[config.mk]
export PLATFORM = sky130hd
export DESIGN_NAME = rtg_top
export DESIGN_NICKNAME = d
export VERILOG_FILES = /design/src/logic/rtg_pkg.sv /design/src/logic/rtg_trim.sv /design/src/logic/rtg_guard.sv /design/src/logic/rtg_top.sv
export VERILOG_INCLUDE_DIRS = /design/src /design/src/logic
export SDC_FILE = /design/constraint.sdc
export NUM_CORES = 1
export LEC_CHECK = 0
export CORE_ASPECT_RATIO = 2
export CORE_MARGIN = 8
export CORE_UTILIZATION = 49
export DETAILED_ROUTE_END_ITERATION = 16
export DONT_BUFFER_PORTS = 1
export PLACE_DENSITY = 0.61
export SYNTH_ARGS = -nofsm -noshare
export SYNTH_HDL_FRONTEND = slang
export SYNTH_HIERARCHICAL = 1
export SYNTH_SLANG_ARGS = --single-unit
[constraint.sdc]
create_clock -name clk_in -period 3.8 [get_ports clk_in]
set_clock_uncertainty 0.05 [all_clocks]
set_input_delay 0 -clock clk_in [delete_from_list [all_inputs] [get_ports clk_in]]
set_output_delay 0 -clock clk_in [all_outputs]
set_load 0.02 [all_outputs]
[src/logic/rtg_defines.svh]
/*
 * Offsets, field positions, reset values and divider counts of the trim,
 * guard and alert logic. Assumes a 4-bit register address from the serial
 * engine and a 32.768 kHz oscillator counted in oscillator cycles.
 */
`ifndef RTG_DEFINES_SVH
`define RTG_DEFINES_SVH

// Register offsets.
`define RTG_ADDR_CLOCK_LAST 4'h7
`define RTG_ADDR_TRIM       4'h8
`define RTG_ADDR_GUARD      4'h9
`define RTG_ADDR_MONTH      4'hA
`define RTG_ADDR_DATE       4'hB
`define RTG_ADDR_HOUR       4'hC
`define RTG_ADDR_MINUTE     4'hD
`define RTG_ADDR_SECOND     4'hE
`define RTG_ADDR_FLAGS      4'hF

// Field positions.
`define RTG_TRIM_OUT_BIT    7
`define RTG_TRIM_SIGN_BIT   5
`define RTG_AFE_BIT         7
`define RTG_WDF_BIT         7
`define RTG_AF_BIT          6
`define RTG_OF_BIT          2

// Reset values.
`define RTG_TRIM_RST        8'h80
`define RTG_GUARD_RST       8'h00
`define RTG_MONTH_RST       8'h40
`define RTG_ALERT_RST       8'h00

// Second length in oscillator cycles and trim corrections.
`define RTG_SEC_OSC         16'h8000
`define RTG_TRIM_CUT        16'h0100
`define RTG_TRIM_ADD        16'h0080
`define RTG_SEC_PER_MIN_M1  6'h3B

// Guard tick periods in oscillator cycles, minus one.
`define RTG_WD_16HZ_M1      21'h0007FF
`define RTG_WD_4HZ_M1       21'h001FFF
`define RTG_WD_1HZ_M1       21'h007FFF
`define RTG_WD_QHZ_M1       21'h01FFFF
`define RTG_WD_MIN_M1       21'h1DFFFF
`define RTG_WD_SEL_LAST     3'h4

`endif

[src/logic/rtg_pkg.sv]
/*
 * Types shared by the trim, guard and alert logic.
 * Assumes nothing beyond a SystemVerilog compiler.
 */
`default_nettype none

package rtg_pkg;
	// States of the interface guard countdown.
	typedef enum logic [1:0] {
		RTG_WD_IDLE = 2'b00,
		RTG_WD_RUN  = 2'b01,
		RTG_WD_DONE = 2'b10
	} rtg_guard_state_e;
endpackage : rtg_pkg

`default_nettype wire

[src/logic/rtg_trim.sv]
/*
 * Trimmed one-second time base with a 64 minute correction cycle.
 * Assumes osc_tick_in is a one-cycle pulse per oscillator period, already
 * synchronised to clk_in.
 */
`default_nettype none
`include "rtg_defines.svh"

module rtg_trim (
	input  wire logic       clk_in,       // Core clock.
	input  wire logic       srst_in,      // Synchronous reset, active high.
	input  wire logic       ce_in,        // Clock enable.
	input  wire logic       osc_tick_in,  // One pulse per oscillator cycle.
	input  wire logic       trim_sign_in, // One speeds up, zero slows down.
	input  wire logic [4:0] trim_mag_in,  // Trim magnitude field.
	output logic            sec_tick_out  // Trimmed second pulse.
);
	logic [15:0] osc_cnt_q; // Oscillator cycles in this second.
	logic [5:0]  sec_q;     // Second within the minute.
	logic [5:0]  min_q;     // Minute within the cycle; wraps at 64.

	// Number of event pairs for this setting.
	wire [5:0] pairs = trim_sign_in ?
		((trim_mag_in == 5'h00) ? 6'h1F : 6'h20 - {1'b0, trim_mag_in}) :
		{1'b0, trim_mag_in};
	// Two events per pair, one in the first second of each minute.
	wire [6:0] events = {pairs, 1'b0};
	wire       evt    = (sec_q == 6'h00) && ({1'b0, min_q} < events);
	// Length of this second; a corrected second is shorter or longer.
	wire [15:0] sec_len = !evt ? `RTG_SEC_OSC :
		(trim_sign_in ? `RTG_SEC_OSC - `RTG_TRIM_CUT :
		 `RTG_SEC_OSC + `RTG_TRIM_ADD);
	wire [15:0] sec_len_m1 = sec_len - 16'h0001;
	wire        sec_last   = osc_tick_in && (osc_cnt_q == sec_len_m1);

	// Counts oscillator cycles, seconds and minutes of the cycle.
	always_ff @(posedge clk_in) begin
		if (srst_in) begin
			osc_cnt_q <= 16'h0000;
			sec_q     <= 6'h00;
			min_q     <= 6'h00;
		end else if (ce_in && osc_tick_in) begin
			osc_cnt_q <= sec_last ? 16'h0000 : osc_cnt_q + 16'h0001;
			if (sec_last) begin
				sec_q <= (sec_q == `RTG_SEC_PER_MIN_M1) ? 6'h00 : sec_q + 6'h01;
				if (sec_q == `RTG_SEC_PER_MIN_M1) begin
					min_q <= min_q + 6'h01;
				end
			end
		end
	end

	// The pulse is registered so the time counters see a clean strobe.
	always_ff @(posedge clk_in) begin
		if (srst_in) begin
			sec_tick_out <= 1'b0;
		end else if (ce_in) begin
			sec_tick_out <= sec_last;
		end
	end

	a_trim_idle: assert property (@(posedge clk_in) disable iff (srst_in)
		(!trim_sign_in && trim_mag_in == 5'h00) |-> !evt)
		else $error("Trim event with a zero setting.");
endmodule // rtg_trim

`default_nettype wire

[src/logic/rtg_guard.sv]
/*
 * Interface guard countdown with selectable tick source and multiplier.
 * Assumes ctrl_in already holds the new value in the cycle restart_in
 * is high, and that all inputs come from the clk_in domain.
 */
`default_nettype none
`include "rtg_defines.svh"

module rtg_guard (
	input  wire logic       clk_in,      // Core clock.
	input  wire logic       srst_in,     // Synchronous reset, active high.
	input  wire logic       ce_in,       // Clock enable.
	input  wire logic       osc_tick_in, // One pulse per oscillator cycle.
	input  wire logic [7:0] ctrl_in,     // Guard control register.
	input  wire logic       restart_in,  // Reload pulse after a write.
	input  wire logic       start_in,    // Serial transfer has begun.
	output logic            enabled_out, // Guard is set to interrupt.
	output logic            expire_out   // One-cycle expiry pulse.
);
	rtg_pkg::rtg_guard_state_e state_q; // Countdown state.
	rtg_pkg::rtg_guard_state_e state_d;
	logic [20:0] tick_q;                // Oscillator cycles in a tick.
	logic [4:0]  cnt_q;                 // Ticks still to go.
	logic [4:0]  cnt_d;

	wire [2:0] guard_tick_select = {ctrl_in[7], ctrl_in[1:0]};
	wire [4:0] guard_multiplier  = ctrl_in[6:2];
	wire       sel_ok = guard_tick_select <= `RTG_WD_SEL_LAST;
	assign enabled_out = (ctrl_in != 8'h00) && sel_ok;
	// Tick period chosen from the uncorrected divider chain.
	wire [20:0] div_m1 =
		(guard_tick_select == 3'h0) ? `RTG_WD_16HZ_M1 :
		(guard_tick_select == 3'h1) ? `RTG_WD_4HZ_M1 :
		(guard_tick_select == 3'h2) ? `RTG_WD_1HZ_M1 :
		(guard_tick_select == 3'h3) ? `RTG_WD_QHZ_M1 : `RTG_WD_MIN_M1;
	wire running  = state_q == rtg_pkg::RTG_WD_RUN;
	wire tick     = osc_tick_in && (tick_q == div_m1);
	wire reload   = restart_in || (state_q == rtg_pkg::RTG_WD_IDLE && start_in);
	// A zero multiplier expires one cycle after the load.
	assign expire_out = ce_in && enabled_out && running && !restart_in &&
		(cnt_q == 5'h00);

	// Next state; a disabled guard always falls back to idle.
	always_comb begin
		state_d = state_q;
		cnt_d   = cnt_q;
		if (!enabled_out) begin
			state_d = rtg_pkg::RTG_WD_IDLE;
		end else if (reload) begin
			state_d = rtg_pkg::RTG_WD_RUN;
			cnt_d   = guard_multiplier;
		end else begin
			case (state_q)
				rtg_pkg::RTG_WD_RUN: begin
					if (cnt_q == 5'h00) begin
						state_d = rtg_pkg::RTG_WD_DONE;
					end else if (tick) begin
						cnt_d = cnt_q - 5'h01;
					end
				end
				default: begin
					state_d = state_q;
				end
			endcase
		end
	end

	// The tick divider restarts with every reload so periods are whole.
	always_ff @(posedge clk_in) begin
		if (srst_in) begin
			state_q <= rtg_pkg::RTG_WD_IDLE;
			cnt_q   <= 5'h00;
			tick_q  <= 21'h000000;
		end else if (ce_in) begin
			state_q <= state_d;
			cnt_q   <= cnt_d;
			if (reload || !running || tick) begin
				tick_q <= 21'h000000;
			end else if (osc_tick_in) begin
				tick_q <= tick_q + 21'h000001;
			end
		end
	end

	a_guard_bad_sel: assert property (@(posedge clk_in) disable iff (srst_in)
		(!sel_ok && ce_in) |=> (state_q == rtg_pkg::RTG_WD_IDLE))
		else $error("Guard runs with an invalid tick source.");
	a_guard_load: assert property (@(posedge clk_in) disable iff (srst_in)
		(restart_in && enabled_out && ce_in) |=>
		(running && cnt_q == $past(guard_multiplier)))
		else $error("Guard did not reload the multiplier.");
endmodule // rtg_guard

`default_nettype wire

[src/logic/rtg_top.sv]
/*
 * Trim, interface guard and repeatable alert logic of a calendar clock,
 * with the shared open-drain interrupt pin.
 * Assumes a serial slave engine in the clk_in domain that presents one
 * register access per strobe and the current address pointer, time
 * counters that feed back BCD time, and a free oscillator clock pin.
 */
`default_nettype none
`include "rtg_defines.svh"

// Functional notes
// - Trim cycle repeats every 64 minutes.
// - Slow-down: two events per magnitude unit, one per minute; speed-up uses 32 minus magnitude (31 at zero).
// - Speed-up cuts 256, slow-down adds 128 cycles.
// - Trim resets to no correction.
// - Square-wave divider never sees trim corrections.
// - Guard expiry sets flag bit 7, interrupt.
// - Guard register zero disables the guard.
// - Period is tick period times multiplier.
// - Tick select picks five source rates.
// - Select codes above four leave guard off.
// - Zero multiplier with nonzero select expires immediately.
// - Countdown starts when a serial transfer begins while the guard is idle.
// - Guard register write restarts the full period.
// - Guard register write releases guard interrupt.
// - Flag read clears guard expired flag.
// - Reset clears the guard register.
// - Clock register writes also restart guard.
// - Repeat bits choose the alert match scope.
// - Match sets alert flag, interrupt when enabled.
// - Pointer on flags suppresses alert flag, interrupt.
// - Flag read releases alert; next read shows zero.
// - Flags are read-only; WDF and AF are cleared by reading.
// - No source enabled: pin follows trim bit 7.
module rtg_top (
	input  wire logic       clk_in,           // Core clock, 125 MHz.
	input  wire logic       srst_in,          // Synchronous reset, high.
	input  wire logic       ce_in,            // Clock enable; low freezes.
	input  wire logic       osc_clk_in,       // Oscillator pin, async.
	input  wire logic       xfer_start_in,    // Serial transfer began.
	input  wire logic       reg_wr_in,        // Register write strobe.
	input  wire logic       reg_rd_in,        // Register read strobe.
	input  wire logic [3:0] reg_addr_in,      // Register offset.
	input  wire logic [7:0] reg_wdata_in,     // Write data.
	output logic      [7:0] reg_rdata_out,    // Read data, registered.
	input  wire logic [3:0] ptr_addr_in,      // Current address pointer.
	input  wire logic [7:0] time_sec_in,      // Current seconds, BCD.
	input  wire logic [7:0] time_min_in,      // Current minutes, BCD.
	input  wire logic [7:0] time_hour_in,     // Current hours, BCD.
	input  wire logic [7:0] time_date_in,     // Current date, BCD.
	input  wire logic [7:0] time_month_in,    // Current month, BCD.
	input  wire logic       osc_fail_flag_in, // Oscillator fail flag.
	input  wire logic       osc_fail_irq_enable_in, // Fail irq enable.
	output logic            sec_tick_out,     // Trimmed second pulse.
	output logic     [14:0] square_wave_div_out, // Uncorrected divider.
	input  wire logic       int_n_i_in,       // Interrupt pin level.
	output logic            int_n_o_out,      // Interrupt pin drive value.
	output logic            int_n_oe_out      // Interrupt pin pulls low.
);
	logic [2:0]  osc_sync_q; // Synchroniser pair and edge history.
	logic [7:0]  trim_q;     // Trim register.
	logic [7:0]  guard_q;    // Guard control register.
	logic [7:0]  month_q;    // Month alert register with enable bit.
	logic [7:0]  date_q;     // Date alert register.
	logic [7:0]  hour_q;     // Hour alert register.
	logic [7:0]  minute_q;   // Minute alert register.
	logic [7:0]  second_q;   // Second alert register.
	logic        wdf_q;      // Guard expired flag.
	logic        af_q;       // Alert match flag.
	logic        wd_irq_q;   // Guard interrupt request.
	logic        restart_q;  // Delayed restart so the guard sees new data.
	logic        sec_seen_q; // Second tick delayed for fresh time inputs.
	logic        int_oe_q;   // Registered pin pull-down.
	logic [14:0] sqw_q;      // Free-running oscillator divider.
	logic        guard_en;   // Guard set to interrupt.
	logic        guard_exp;  // Guard expiry pulse.

	// Oscillator edge after two synchroniser stages.
	wire osc_tick = osc_sync_q[1] && !osc_sync_q[2];

	// Access decode.
	wire wr_trim   = reg_wr_in && (reg_addr_in == `RTG_ADDR_TRIM);
	wire wr_guard  = reg_wr_in && (reg_addr_in == `RTG_ADDR_GUARD);
	wire wr_month  = reg_wr_in && (reg_addr_in == `RTG_ADDR_MONTH);
	wire wr_date   = reg_wr_in && (reg_addr_in == `RTG_ADDR_DATE);
	wire wr_hour   = reg_wr_in && (reg_addr_in == `RTG_ADDR_HOUR);
	wire wr_minute = reg_wr_in && (reg_addr_in == `RTG_ADDR_MINUTE);
	wire wr_second = reg_wr_in && (reg_addr_in == `RTG_ADDR_SECOND);
	wire wr_clock  = reg_wr_in && (reg_addr_in <= `RTG_ADDR_CLOCK_LAST);
	wire rd_flags  = reg_rd_in && (reg_addr_in == `RTG_ADDR_FLAGS);

	// Flag register image; unused bits read as zero.
	wire [7:0] flags_img = {wdf_q, af_q, 3'h0, osc_fail_flag_in, 2'h0};
	wire [7:0] rd_mux =
		(reg_addr_in == `RTG_ADDR_TRIM)   ? trim_q :
		(reg_addr_in == `RTG_ADDR_GUARD)  ? guard_q :
		(reg_addr_in == `RTG_ADDR_MONTH)  ? month_q :
		(reg_addr_in == `RTG_ADDR_DATE)   ? date_q :
		(reg_addr_in == `RTG_ADDR_HOUR)   ? hour_q :
		(reg_addr_in == `RTG_ADDR_MINUTE) ? minute_q :
		(reg_addr_in == `RTG_ADDR_SECOND) ? second_q :
		(reg_addr_in == `RTG_ADDR_FLAGS)  ? flags_img : 8'h00;

	// Alert scope from the five repeat bits, high to low.
	wire [4:0] alert_repeat_select =
		{date_q[6], date_q[7], hour_q[7], minute_q[7], second_q[7]};
	wire m_sec   = time_sec_in == {1'b0, second_q[6:0]};
	wire m_min   = time_min_in == {1'b0, minute_q[6:0]};
	wire m_hour  = time_hour_in[5:0] == hour_q[5:0];
	wire m_date  = time_date_in[5:0] == date_q[5:0];
	wire m_month = time_month_in[4:0] == month_q[4:0];
	// Unlisted codes fall back to every second to flag a bad setting.
	wire hit =
		(alert_repeat_select == 5'h1E) ? m_sec :
		(alert_repeat_select == 5'h1C) ? m_sec && m_min :
		(alert_repeat_select == 5'h18) ? m_sec && m_min && m_hour :
		(alert_repeat_select == 5'h10) ? m_sec && m_min && m_hour && m_date :
		(alert_repeat_select == 5'h00) ?
			m_sec && m_min && m_hour && m_date && m_month : 1'b1;
	// A pointer parked on the flags holds the alert off.
	wire alert_set = sec_seen_q && hit &&
		(ptr_addr_in != `RTG_ADDR_FLAGS);
	wire alert_flag_enable = month_q[`RTG_AFE_BIT];

	// Any source armed to interrupt takes the pin from the fallback level.
	wire src_en = osc_fail_irq_enable_in || alert_flag_enable || guard_en;
	wire irq_on = wd_irq_q || (af_q && alert_flag_enable) ||
		(osc_fail_flag_in && osc_fail_irq_enable_in);
	wire int_oe_d = src_en ? irq_on : !trim_q[`RTG_TRIM_OUT_BIT];

	// The pin only ever sinks; the pull-up gives the high level.
	assign int_n_o_out = 1'b0;
	assign square_wave_div_out = sqw_q;

	// Oscillator synchroniser; only stage one feeds stage two.
	always_ff @(posedge clk_in) begin
		if (srst_in) begin
			osc_sync_q <= 3'h0;
		end else if (ce_in) begin
			osc_sync_q <= {osc_sync_q[1:0], osc_clk_in};
		end
	end

	// Square-wave divider runs off raw oscillator edges, untouched by trim.
	always_ff @(posedge clk_in) begin
		if (srst_in) begin
			sqw_q <= 15'h0000;
		end else if (ce_in && osc_tick) begin
			sqw_q <= sqw_q + 15'h0001;
		end
	end

	// Trim and guard control registers.
	always_ff @(posedge clk_in) begin
		if (srst_in) begin
			trim_q  <= `RTG_TRIM_RST;
			guard_q <= `RTG_GUARD_RST;
		end else if (ce_in) begin
			if (wr_trim) begin
				trim_q <= reg_wdata_in;
			end
			if (wr_guard) begin
				guard_q <= reg_wdata_in;
			end
		end
	end

	// Alert match registers.
	always_ff @(posedge clk_in) begin
		if (srst_in) begin
			month_q  <= `RTG_MONTH_RST;
			date_q   <= `RTG_ALERT_RST;
			hour_q   <= `RTG_ALERT_RST;
			minute_q <= `RTG_ALERT_RST;
			second_q <= `RTG_ALERT_RST;
		end else if (ce_in) begin
			if (wr_month) begin
				month_q <= reg_wdata_in;
			end
			if (wr_date) begin
				date_q <= reg_wdata_in;
			end
			if (wr_hour) begin
				hour_q <= reg_wdata_in;
			end
			if (wr_minute) begin
				minute_q <= reg_wdata_in;
			end
			if (wr_second) begin
				second_q <= reg_wdata_in;
			end
		end
	end

	// Restart waits one cycle so the guard reloads from the new value.
	always_ff @(posedge clk_in) begin
		if (srst_in) begin
			restart_q  <= 1'b0;
			sec_seen_q <= 1'b0;
		end else if (ce_in) begin
			restart_q  <= wr_guard || wr_clock;
			sec_seen_q <= sec_tick_out;
		end
	end

	// Flags are only set by events and cleared by reads, the guard request by guard writes; set beats clear.
	// Writes to the flag offset are ignored.
	always_ff @(posedge clk_in) begin
		if (srst_in) begin
			wdf_q    <= 1'b0;
			af_q     <= 1'b0;
			wd_irq_q <= 1'b0;
		end else if (ce_in) begin
			wdf_q    <= guard_exp || (wdf_q && !rd_flags);
			af_q     <= alert_set || (af_q && !rd_flags);
			wd_irq_q <= guard_exp || (wd_irq_q && !wr_guard);
		end
	end

	// Read data is captured with the read, so a flag shows once as set.
	always_ff @(posedge clk_in) begin
		if (srst_in) begin
			reg_rdata_out <= 8'h00;
			int_oe_q      <= 1'b0;
		end else if (ce_in) begin
			if (reg_rd_in) begin
				reg_rdata_out <= rd_mux;
			end
			int_oe_q <= int_oe_d;
		end
	end
	assign int_n_oe_out = int_oe_q;

	// Trimmed time base.
	rtg_trim u_trim (
		.clk_in       (clk_in),
		.srst_in      (srst_in),
		.ce_in        (ce_in),
		.osc_tick_in  (osc_tick),
		.trim_sign_in (trim_q[`RTG_TRIM_SIGN_BIT]),
		.trim_mag_in  (trim_q[4:0]),
		.sec_tick_out (sec_tick_out)
	);

	// Interface guard countdown.
	rtg_guard u_guard (
		.clk_in      (clk_in),
		.srst_in     (srst_in),
		.ce_in       (ce_in),
		.osc_tick_in (osc_tick),
		.ctrl_in     (guard_q),
		.restart_in  (restart_q),
		.start_in    (xfer_start_in),
		.enabled_out (guard_en),
		.expire_out  (guard_exp)
	);

	a_wdf_set: assert property (@(posedge clk_in) disable iff (srst_in)
		guard_exp |=> wdf_q)
		else $error("Guard expiry did not set the flag.");
	a_wd_int_pin: assert property (@(posedge clk_in) disable iff (srst_in)
		(wd_irq_q && ce_in) |=> int_n_oe_out)
		else $error("Guard interrupt not on the pin.");
	a_wd_release: assert property (@(posedge clk_in) disable iff (srst_in)
		(wr_guard && !guard_exp && ce_in) |=> !wd_irq_q)
		else $error("Guard write did not release the interrupt.");
	a_wdf_read_clr: assert property (@(posedge clk_in) disable iff (srst_in)
		(rd_flags && !guard_exp && ce_in) |=> !wdf_q)
		else $error("Flag read did not clear the guard flag.");
	a_ptr_suppress: assert property (@(posedge clk_in) disable iff (srst_in)
		(ptr_addr_in == `RTG_ADDR_FLAGS && !af_q) |=> !af_q)
		else $error("Alert flag set while pointer on flags.");
	a_af_read_once: assert property (@(posedge clk_in) disable iff (srst_in)
		(rd_flags && af_q && !alert_set && ce_in) |=>
		(reg_rdata_out[`RTG_AF_BIT] && !af_q))
		else $error("Alert flag read not shown once then cleared.");
	a_out_level: assert property (@(posedge clk_in) disable iff (srst_in)
		(!src_en && ce_in) |=>
		(int_n_oe_out == !$past(trim_q[`RTG_TRIM_OUT_BIT])))
		else $error("Pin does not follow the fallback level.");
	// Checks on alert, restart and divider paths; the bench never reaches the alert ones.
	// An alert match sets the flag on the following edge.
	a_af_set: assert property (@(posedge clk_in) disable iff (srst_in)
		(alert_set && ce_in) |=> af_q)
		else $error("Alert match did not set the flag.");
	// A clock register write must reach the guard as a restart.
	a_clk_restart: assert property (@(posedge clk_in) disable iff (srst_in)
		(wr_clock && ce_in) |=> restart_q)
		else $error("Clock write did not restart the guard.");
	// The divider steps on every oscillator edge, whatever the trim does.
	a_sqw_step: assert property (@(posedge clk_in) disable iff (srst_in)
		(osc_tick && ce_in) |=>
		(square_wave_div_out == $past(square_wave_div_out) + 15'h0001))
		else $error("Square-wave divider missed an oscillator edge.");
	// An enabled alert flag pulls the pin low one edge later.
	a_af_pin: assert property (@(posedge clk_in) disable iff (srst_in)
		(af_q && alert_flag_enable && ce_in) |=> int_n_oe_out)
		else $error("Alert interrupt not on the pin.");
endmodule // rtg_top

`default_nettype wire

-- Yosys cells after proc, flatten, opt, wreduce, memory -nomap -nowiden
Cells that the tools add are included.
W data, S select, Z words.
- bits in registers: 145
- bits in latches: 0
- RAM bits: 0
- bits in read-only memories: 0
- bits of input ports: 66
- output and inout port bits: 26
- logic and storage cells: 167
- memories: 0
- add/subtract/negate cells: 8
- multipliers: 0
- divide/modulo/power cells: 0
- order comparisons: 3
- equal/unequal tests: 28
- shifts and indexed selects: 0
- multiplexer cells: 34
- bitwise logic cells: 0
- reductions and logical operators: 71
- operators by type and width (kind ; number):
    $mux W21 ; 6
    $mux W8 ; 8
    $mux W16 ; 3
    $eq A4 B4 Y1 const B ; 8
    $logic_and A1 B1 Y1 ; 31
    $add A21 B1 Y21 const B ; 1
    $eq A21 B21 Y1 ; 1
    $eq A5 B5 Y1 const B ; 4
    $mux W5 ; 4
    $reduce_and A2 Y1 ; 10
    $mux W6 ; 3
    $add A16 B1 Y16 const B ; 1
    $eq A16 B16 Y1 ; 1
    $eq A8 B7 Y1 ; 2
    $sub A16 B1 Y16 const B ; 1
    $add A15 B1 Y15 const B ; 1
    $logic_not A5 Y1 ; 3
    $add A6 B1 Y6 const B ; 2
    $eq A6 B6 Y1 ; 2
    $logic_or A1 B1 Y1 ; 11
    $mux W2 ; 4
    $reduce_bool A8 Y1 ; 1
    $lt A6 B7 Y1 ; 1
    $eq A3 B2 Y1 const B ; 2
    19 further kinds ; 33

-- Longest topological paths before layout
Gate-level depths: netlist of run 1.
- word-level depth: 13
- mapped depth: 13
- gate-level depth less buffers: 12

-- By module
The synthesis of run 1 kept the hierarchy.
- by module, submodules not included (module ; times used ; cells an instance ; area each (um^2) ; seq. area each (um^2)):
    rtg_top ; 1 ; 465 ; 4289.1 ; 1761.7
    rtg_trim ; 1 ; 212 ; 1781.7 ; 580.6
    rtg_guard ; 1 ; 195 ; 1602.8 ; 560.5

-- Worst setup path before layout of run 1
No wires, ideal clock.
- path type: reg2reg
- start point: register trim_q[5]
- end point: register u_trim.min_q[3]
- library setup time: 123 ps
- arrival: 2704 ps
- data required time: 3627 ps
- setup slack: 923 ps
- cell stages (with the launch flop): 12
- path buffers: 2
- period minus slack after synthesis: 2877 ps
- cells stage by stage: dfxtp_1 clkbuf_1 nor3b_1 nor2_1 ha_1 a21o_1 a21oi_1 o211ai_2 or3_4 buf_6 a21oi_2 mux2_1
- longest elaborated chain between the ends: 8
- elaborated cells on any way between the ends: 9
- those cells by class: 1 x add/sub; 1 x order compare; 1 x eq/ne; 3 x mux; 3 x reduce/logical
- RTL lines (item ; line ; text):
    from (decl) ; rtg_top.sv:61 ; logic [7:0] trim_q;
    from (signal assigned) ; rtg_top.sv:156 ; trim_q <= `RTG_TRIM_RST;
    from (signal assigned) ; rtg_top.sv:160 ; trim_q <= reg_wdata_in;
    $mux W6 ; rtg_trim.sv:23 ; wire [5:0] pairs = trim_sign_in ?
    $lt A6 B7 Y1 ; rtg_trim.sv:28 ; wire evt = (sec_q == 6'h00) && ({1'b0, min_q} < events);
    $logic_and A1 B1 Y1 ; rtg_trim.sv:28 ;
    $mux W16 * ; rtg_trim.sv:30 ; wire [15:0] sec_len = !evt ? `RTG_SEC_OSC :
    $sub A16 B1 Y16 * ; rtg_trim.sv:33 ; wire [15:0] sec_len_m1 = sec_len - 16'h0001;
    $eq A16 B16 Y1 * ; rtg_trim.sv:34 ; wire sec_last = osc_tick_in && (osc_cnt_q == sec_len_m1);
    $logic_and A1 B1 Y1 * ; rtg_trim.sv:34 ;
    $reduce_and A3 Y1 (no line) * ; n/a ;
    to (signal assigned) ; rtg_trim.sv:47 ; min_q <= min_q + 6'h01;
    to (decl) ; rtg_trim.sv:20 ; logic [5:0] min_q;
Mark *: on every way between the ends. The rest lies on a longest branch, timed or not.
A chain may end at the register's enable or synchronous reset.

-- Final worst setup path of run 1
- start point: input port ce_in
- end point: register u_trim.osc_cnt_q[9]
- longest elaborated chain between the ends: 1
- RTL lines (item ; line ; text):
    from (decl) ; rtg_top.sv:38 ; input wire logic ce_in,
    $logic_and A1 B1 Y1 ; rtg_trim.sv:42 ; end else if (ce_in && osc_tick_in) begin
    to (signal assigned) ; rtg_trim.sv:43 ; osc_cnt_q <= sec_last ? 16'h0000 : osc_cnt_q + 16'h0001;
    to (decl) ; rtg_trim.sv:18 ; logic [15:0] osc_cnt_q;
Every way passes these cells.

==> impl_metrics.json, run 1 <==
{
  "die_h_um": 193.0,
  "p_leak_nw": 3.067,
  "finalCritPeriodShare": 0.8490,
  "violations": "negative hold slack",
  "htreeDepth": 4,
  "path_buf_inv": 1,
  "grt_pass1_vias": 6160,
  "layout-drive-gt1-share": 0.08950,
  "n_fill_cell": 1451,
  "multi_input_area_um2": 4527,
  "relSlewSlack": 0.2790,
  "grt_usage": 0.1957,
  "crit_arrival_ns": 3.46,
  "synth_top_area_cell": "dfxtp_1",
  "min_path_type": "input pin to flip-flop",
  "area_growth_pct": 13.24,
  "wire_per_inst_um": 17.56,
  "clk_path_buf_depth": 2,
  "syn_area_per_cell_um2": 8.800,
  "ys_seq_elements": 145,
  "numCtsBuffers": 17,
  "io_buffer_count": 0,
  "cp.required_ns": 4.03,
  "synth_cell_type_count": 77,
  "p_per_area_nw_per_um2": 389.3,
  "dr_total_vias": 6367,
  "max_cap_viol_count": 0,
  "grt_pass1_wl_mm": 31.73,
  "grtUsageMet2": 0.3089,
  "netlist_instances": 872,
  "outcome": "complete, but fails checks",
  "pre_cts_slack_ns": 0.7159,
  "async_flop_share": 0,
  "cp_top_family": "simple AND/OR/NAND/NOR gates",
  "start_util": 0.4940,
  "max_freq_ghz": 0.3100,
  "start_kind": "input pin",
  "layout_commonest_cell": "dfxtp_1",
  "antenna_found_initial": 1,
  "synth_edf_count": 0,
  "drt_first_pass_iters": 6,
  "maxSlewViolCount": 0,
  "nets": 971,
  "die_area_um2": 20160,
  "ant_nets": 0,
  "core_um2": 15530,
  "path_cells": "dlygate4sd3_1 > nand2_1 > nor3_1 > o211ai_1 > or3_4 > nand2_1 > nor3_1",
  "setup_viol": 0,
  "drt_iter0_drc": 340,
  "dpl.hpwl_mm": 13.35,
  "synth_top_area_frac": 0.3783,
  "crit_slowest_cell": "dlygate4sd3_1",
  "final_cell_mix": "145 x dfxtp_1, 121 x nor2_1, 68 x nand2_1, 59 x xor2_1, 57 x mux2i_1",
  "path_class": "input pin to flip-flop",
  "synth_area_leaders": "dfxtp_1 38%, mux2i_1 7.4%, xor2_1 6.7%",
  "finalSetupTns_ns": 0,
  "use_met1": 0.2485,
  "regArea_um2": 2903,
  "ys_warn_count": 6,
  "clk_latency_ns": 0.42,
  "grt_setup_unrepaired": "no",
  "rows": 65,
  "cts_tree": "yes",
  "hold_viol_final": 1,
  "gp_congestion": 0.8131,
  "peakVddDrop_v": 0.0002619,
  "grt.busiest_layer": "met2",
  "critPathCaptureType": "flip-flop",
  "yosys_most_used_dff": "dfxtp_1",
  "synth.cell_area_um2": 7674,
  "dpl-instance-area_um2": 7775,
  "wl_mm": 19.45,
  "tightest_slew_ns": 1.078,
  "path_max_fanout": 23,
  "finalCriticalPeriod_ns": 3.226,
  "synth.yosys.seq_area_share": 0.3783,
  "routed_via_density": 5.746,
  "synth_nets": 951,
  "grt_max_degree": 128,
  "cts_num_sinks": 145,
  "ff2ff_setup_slack_ns": 0.70,
  "max_stage_delay_ns": 1.25,
  "holdWs_ns": -0.002092,
  "pin_count": 92,
  "cts_root_buffer": "clkbuf_16",
  "final_cell_area_um2": 8690,
  "cts.clk_slew.worst_paths_ns": 0.06,
  "met3_usage": 0.05326,
  "cts-resized-gates": 0,
  "overflow": 0,
  "postLayoutSetupSlackWorst_ns": 0.5738,
  "die_w_um": 104.5,
  "drc": 0
}
==> tightest hold or removal path, delay by kind of cell <==
| family | cells | cell delay, ns |
|---|---|---|
| compound gates | 3 | 0.41 |
==> sequential cells by signal (all words and copies together) (netlist names) <==
register	count
af_q	1
date_q	8
guard_q	8
hour_q	8
int_n_oe_out	1
minute_q	8
month_q	8
osc_sync_q	3
reg_rdata_out	8
restart_q	1
sec_seen_q	1
second_q	8
square_wave_div_out	15
trim_q	8
u_guard/cnt_q	5
u_guard/state_q	2
u_guard/tick_q	21
u_trim/min_q	6
u_trim/osc_cnt_q	16
u_trim/sec_q	6
u_trim/sec_tick_out	1
wd_irq_q	1
wdf_q	1
==> per-layer routing <==
metal | up-vias | share of wire
li1 | 3163 | -
met1 | 3002 | 0.46
met2 | 183 | 0.46
met3 | 19 | 0.071
met4 | 0 | 0.015
met5 | - | 0
==> kinds of logic (layout without fill, tap and decap cells) <==
kind of cell,after synthesis,after routing,share of synthesized area
AND/OR/NAND/NOR,380,380,0.2576
flip-flops,145,145,0.3783
AO/OA/AOI/OAI,129,129,0.1207
XOR/XNOR,79,79,0.09017
multiplexers,73,73,0.09979
buffers and inverters,52,85,0.03179
adder cells (fa/ha/maj),13,13,0.02120
other,1,3,0.0004887
==> layout make-up <==
class / count / share of cell area
diodes: 2 / 0.0005760
clock buffers: 17 / 0.04896
clock inverters: 15 / 0.01685
inverters: 17 / 0.007343
multi-input cells: 675 / 0.5210
flip-flops and latches: 145 / 0.3341
well taps: 201 / 0.02894
repair buffers: 36 / 0.04233
==> stage by stage <==
stage	power, W	instances	hold slack, ns	utilization
floorplan	0.001715	872	0.06786	-
global placement	0.001701	1042	0.03306	0.5005
detailed placement	0.001703	1042	0.03644	0.5005
CTS	0.003422	1104	0.0001695	0.5578
global route	0.003494	1107	0.02596	0.5592
finish	0.003383	1108	-0.002092	0.5594
==> cell usage after synthesis (all sizes together) (8+ instances only) <==
master,instances
nor2,123
nand4,22
nor2b,14
nand2,68
clkbuf,16
ha,13
nor3,44
a21oi,41
nand3,25
xor2,59
and2,9
o21ai,18
and3,14
mux2,15
nand2b,10
a221oi,12
inv,16
a211oi,8
mux2i,57
nor4,17
xnor2,20
dfxtp,145
buf,19
or3,9
==> path summary, 6_finish.rpt <==
path / startpoint / to / cells after the start
worst max register to register: minute_q[1]$_SDFFE_PP0P_ / af_q$_SDFFE_PP0P_ / 7
worst max-delay path: ce_in / u_trim/osc_cnt_q[9]$_SDFFE_PP0P_ / 7
worst min register to register: trim_q[6]$_SDFFE_PP0P_ / trim_q[6]$_SDFFE_PP0P_ / 2
worst min-delay path: reg_addr_in[0] / reg_rdata_out[3]$_SDFFE_PP0P_ / 3
==> where the power goes <==
group          internal (W)  total (W)  switching (W)
logic             0.0000724   0.000187       0.000115
registers           0.00153    0.00155      0.0000199
clock network      0.000920    0.00164       0.000722
==> repair_timing <==
item | 4_1_cts | 5_1_grt
endpoints found under the setup margin | 0 | 0
buffers inserted | 0 | 0
hold buffers | 30 | 2
endpoints found under the hold margin | 127 | 1
(Power assumes the default switching activity.)
==> run 2: changes to the inputs <==
--- a/config.mk
+++ b/config.mk
@@ -11,7 +11,7 @@
 export CORE_UTILIZATION = 49
 export DETAILED_ROUTE_END_ITERATION = 16
 export DONT_BUFFER_PORTS = 1
-export PLACE_DENSITY = 0.61
+export PLACE_DENSITY = 0.63
 export SYNTH_ARGS = -nofsm -noshare
 export SYNTH_HDL_FRONTEND = slang
 export SYNTH_HIERARCHICAL = 1
==> constraint.sdc (replaced) <==
create_clock -name clk_in -period 2.7 [get_ports clk_in]
set_clock_uncertainty 0.05 [all_clocks]
set_input_delay 0 -clock clk_in [delete_from_list [all_inputs] [get_ports clk_in]]
set_output_delay 0 -clock clk_in [all_outputs]
set_load 0.02 [all_outputs]
==> run 2 against run 1 <==
Compared with the run above:
- the run ends with negative setup slack left
- utilization up 9.3 points
- cell count up 10%
- first-iteration DRC count up 21%
- clock power rose by 46%
- clock-buffer cell count is 1 higher
- critical path type is now flip-flop to flip-flop
- die area unchanged
- wire length up 14%
- flip-flop and latch count stayed put
- power is 42% higher
- setup slack worse by 0.78 ns
- global-route usage rose by 2.2 points
==> impl_metrics.json, run 2 (synthesis results as in run 1) <==
{
  "outcome": "complete, but fails checks",
  "violations": "negative setup slack",
  "die_w_um": 104.5,
  "io_buffer_count": 0,
  "post-route-util": 0.6520,
  "n_fill_cell": 1300,
  "max_freq_ghz": 0.3437,
  "final_cell_area_um2": 10130,
  "dpl-instance-area_um2": 7930,
  "grt_pass1_vias": 6934,
  "power.total_w": 0.004807,
  "internal-power_w": 0.003670,
  "drt_iter0_drc": 410,
  "crit_slowest_cell": "a211oi_4",
  "clk_path_buf_depth": 2,
  "wire_per_inst_um": 18.12,
  "critPathCaptureType": "flip-flop",
  "top_register": "u_guard/tick_q",
  "p_per_area_nw_per_um2": 474.7,
  "drt_first_pass_iters": 5,
  "grt_usage": 0.2177,
  "layout_commonest_cell": "dfxtp_1",
  "path_max_fanout": 5,
  "clk_latency_ns": 0.42,
  "grt_max_degree": 128,
  "cts_num_sinks": 145,
  "maxSlewViolCount": 0,
  "cp.required_ns": 2.94,
  "cts_tree": "yes",
  "dr_total_vias": 6995,
  "holdWs_ns": 0.01531,
  "max_stage_delay_ns": 0.47,
  "start_util": 0.4940,
  "rows": 65,
  "largest_reg_flops": 21,
  "cp_top_family": "compound AO/OA/AOI/OAI gates",
  "hold_viol_final": 0,
  "grt_setup_unrepaired": "yes",
  "area_growth_pct": 31.97,
  "relSlewSlack": 0.4912,
  "finalCriticalPeriod_ns": 2.909,
  "swShare": 0.2365,
  "layout-drive-gt1-share": 0.1523,
  "crit_arrival_ns": 3.15,
  "antenna_found_initial": 0,
  "wl_mm": 22.09,
  "tightest_slew_ns": 0.7574,
  "setup_viol": 28,
  "seqPwrFrac": 0.455,
  "max_cap_viol_count": 0,
  "final_cell_mix": "143 x dfxtp_1, 120 x nor2_1, 112 x dlygate4sd3_1, 65 x nand2_1, 59 x xor2_1",
  "p_leak_nw": 3.900,
  "routed_via_density": 5.738,
  "overflow": 0,
  "drc": 0,
  "path_buf_inv": 1,
  "die_area_um2": 20160,
  "gp_congestion": 0.8262,
  "pin_count": 92,
  "peakVddDrop_v": 0.0004231,
  "htreeDepth": 4,
  "cts_root_buffer": "clkbuf_16",
  "dpl.hpwl_mm": 13.82,
  "start_kind": "flip-flop",
  "pwr-share-comb": 0.049,
  "nets": 1084,
  "path_cells": "or3_4 > nand2_2 > xnor2_2 > nor2_1 > ha_1 > buf_6 > o2111ai_4 > a211oi_4 > o21ai_4 > a21oi_2 > mux2_1",
  "ant_nets": 0,
  "cts.clk_slew.worst_paths_ns": 0.06,
  "core_um2": 15530,
  "die_h_um": 193.0,
  "numCtsBuffers": 17,
  "switchingPower_w": 0.001137,
  "finalCritPeriodShare": 1.078,
  "power.share.clock": 0.496,
  "grt_pass1_wl_mm": 35.49,
  "min_path_type": "input pin to flip-flop",
  "diodes": 0,
  "postLayoutSetupSlackWorst_ns": -0.2093,
  "path_class": "flip-flop to flip-flop"
}
==> run 2: cell count changes in the layout (fill, tap and decap cells not counted), sizes merged <==
cell / previous run / this run
inv: 25 / 19
clkbuf: 17 / 18
bufinv: 1 / 2
diode: 2 / 0
buf: 5 / 35
clkinv: 2 / 8
or3: 9 / 10
dlygate4sd3: 31 / 112
clkinvlp: 4 / 2
o21ai: 18 / 19
==> run 2: final cells by class <==
type | count | area [um^2] | share of cell area
clock buffer | 18 | 439.2 | 0.04337
inverter | 17 | 63.81 | 0.006301
timing repair buffer | 147 | 1440 | 0.1422
multi-input combinational | 677 | 4872 | 0.4811
clock inverter | 14 | 155.1 | 0.01532
tap | 201 | 251.5 | 0.02483
sequential | 145 | 2905 | 0.2869
==> run 2: tightest hold or removal path, stage by stage <==
cell	delay (ns)
inv_1	0.05
nand3_1	0.07
buf_4	0.24
nor2_1	0.07
==> run 2: path summary, 6_finish.rpt <==
check	cells after the start	from	end	slack, ns
worst min register to register	2	u_trim/osc_cnt_q[1]$_SDFFE_PP0P_	u_trim/osc_cnt_q[1]$_SDFFE_PP0P_	0.44
worst min-delay path	4	srst_in	u_guard/tick_q[0]$_SDFFE_PP0P_	0.02
worst max register to register	11	trim_q[0]$_SDFFE_PP0P_	u_trim/min_q[3]$_SDFFE_PP0P_	-0.21
worst max-delay path	11	trim_q[0]$_SDFFE_PP0P_	u_trim/min_q[3]$_SDFFE_PP0P_	-0.21
==> run 2: power groups by stage <==
| stage | registers [W] | logic [W] | clock network, W |
|---|---|---|---|
| after floorplan | 0.00223 | 0.000185 | 0 |
| after global placement | 0.00223 | 0.000167 | 0 |
| after detailed placement | 0.00223 | 0.000170 | 0 |
| after CTS | 0.00219 | 0.000214 | 0.00242 |
| after global routing | 0.00219 | 0.000256 | 0.00251 |
| final | 0.00219 | 0.000237 | 0.00239 |
==> run 2: layer usage <==
| metal | track usage | vias to the layer above | part of all wire |
|---|---|---|---|
| met5 | 0 | - | 0 |
| met3 | 0.06358 | 42 | 0.072 |
| met1 | 0.2663 | 3344 | 0.43 |
| li1 | - | 3398 | - |
| met2 | 0.3466 | 211 | 0.47 |
| met4 | 0.09815 | 0 | 0.032 |
==> run 2: timing repair <==
item | 4_1_cts | 5_1_grt
hold buffers | 111 | 2
gates cloned | 3 | 0
pin swaps | 17 | 23
hold endpoints to repair | 127 | 17
gates resized for setup | 37 | 39
setup endpoints to repair | 28 | 30
setup buffers | 6 | 4
==> run 2: through the flow <==
stage	worst slack [ns]	TNS [ns]	instances
2_1_floorplan	-0.06352	-0.1270	872
3_3_place_gp	-0.1008	-0.6105	1061
3_5_place_dp	-0.2131	-3.118	1061
4_1_cts	-0.1411	-1.458	1213
5_1_grt	-0.3050	-5.692	1219
6_report	-0.2093	-3.330	1219
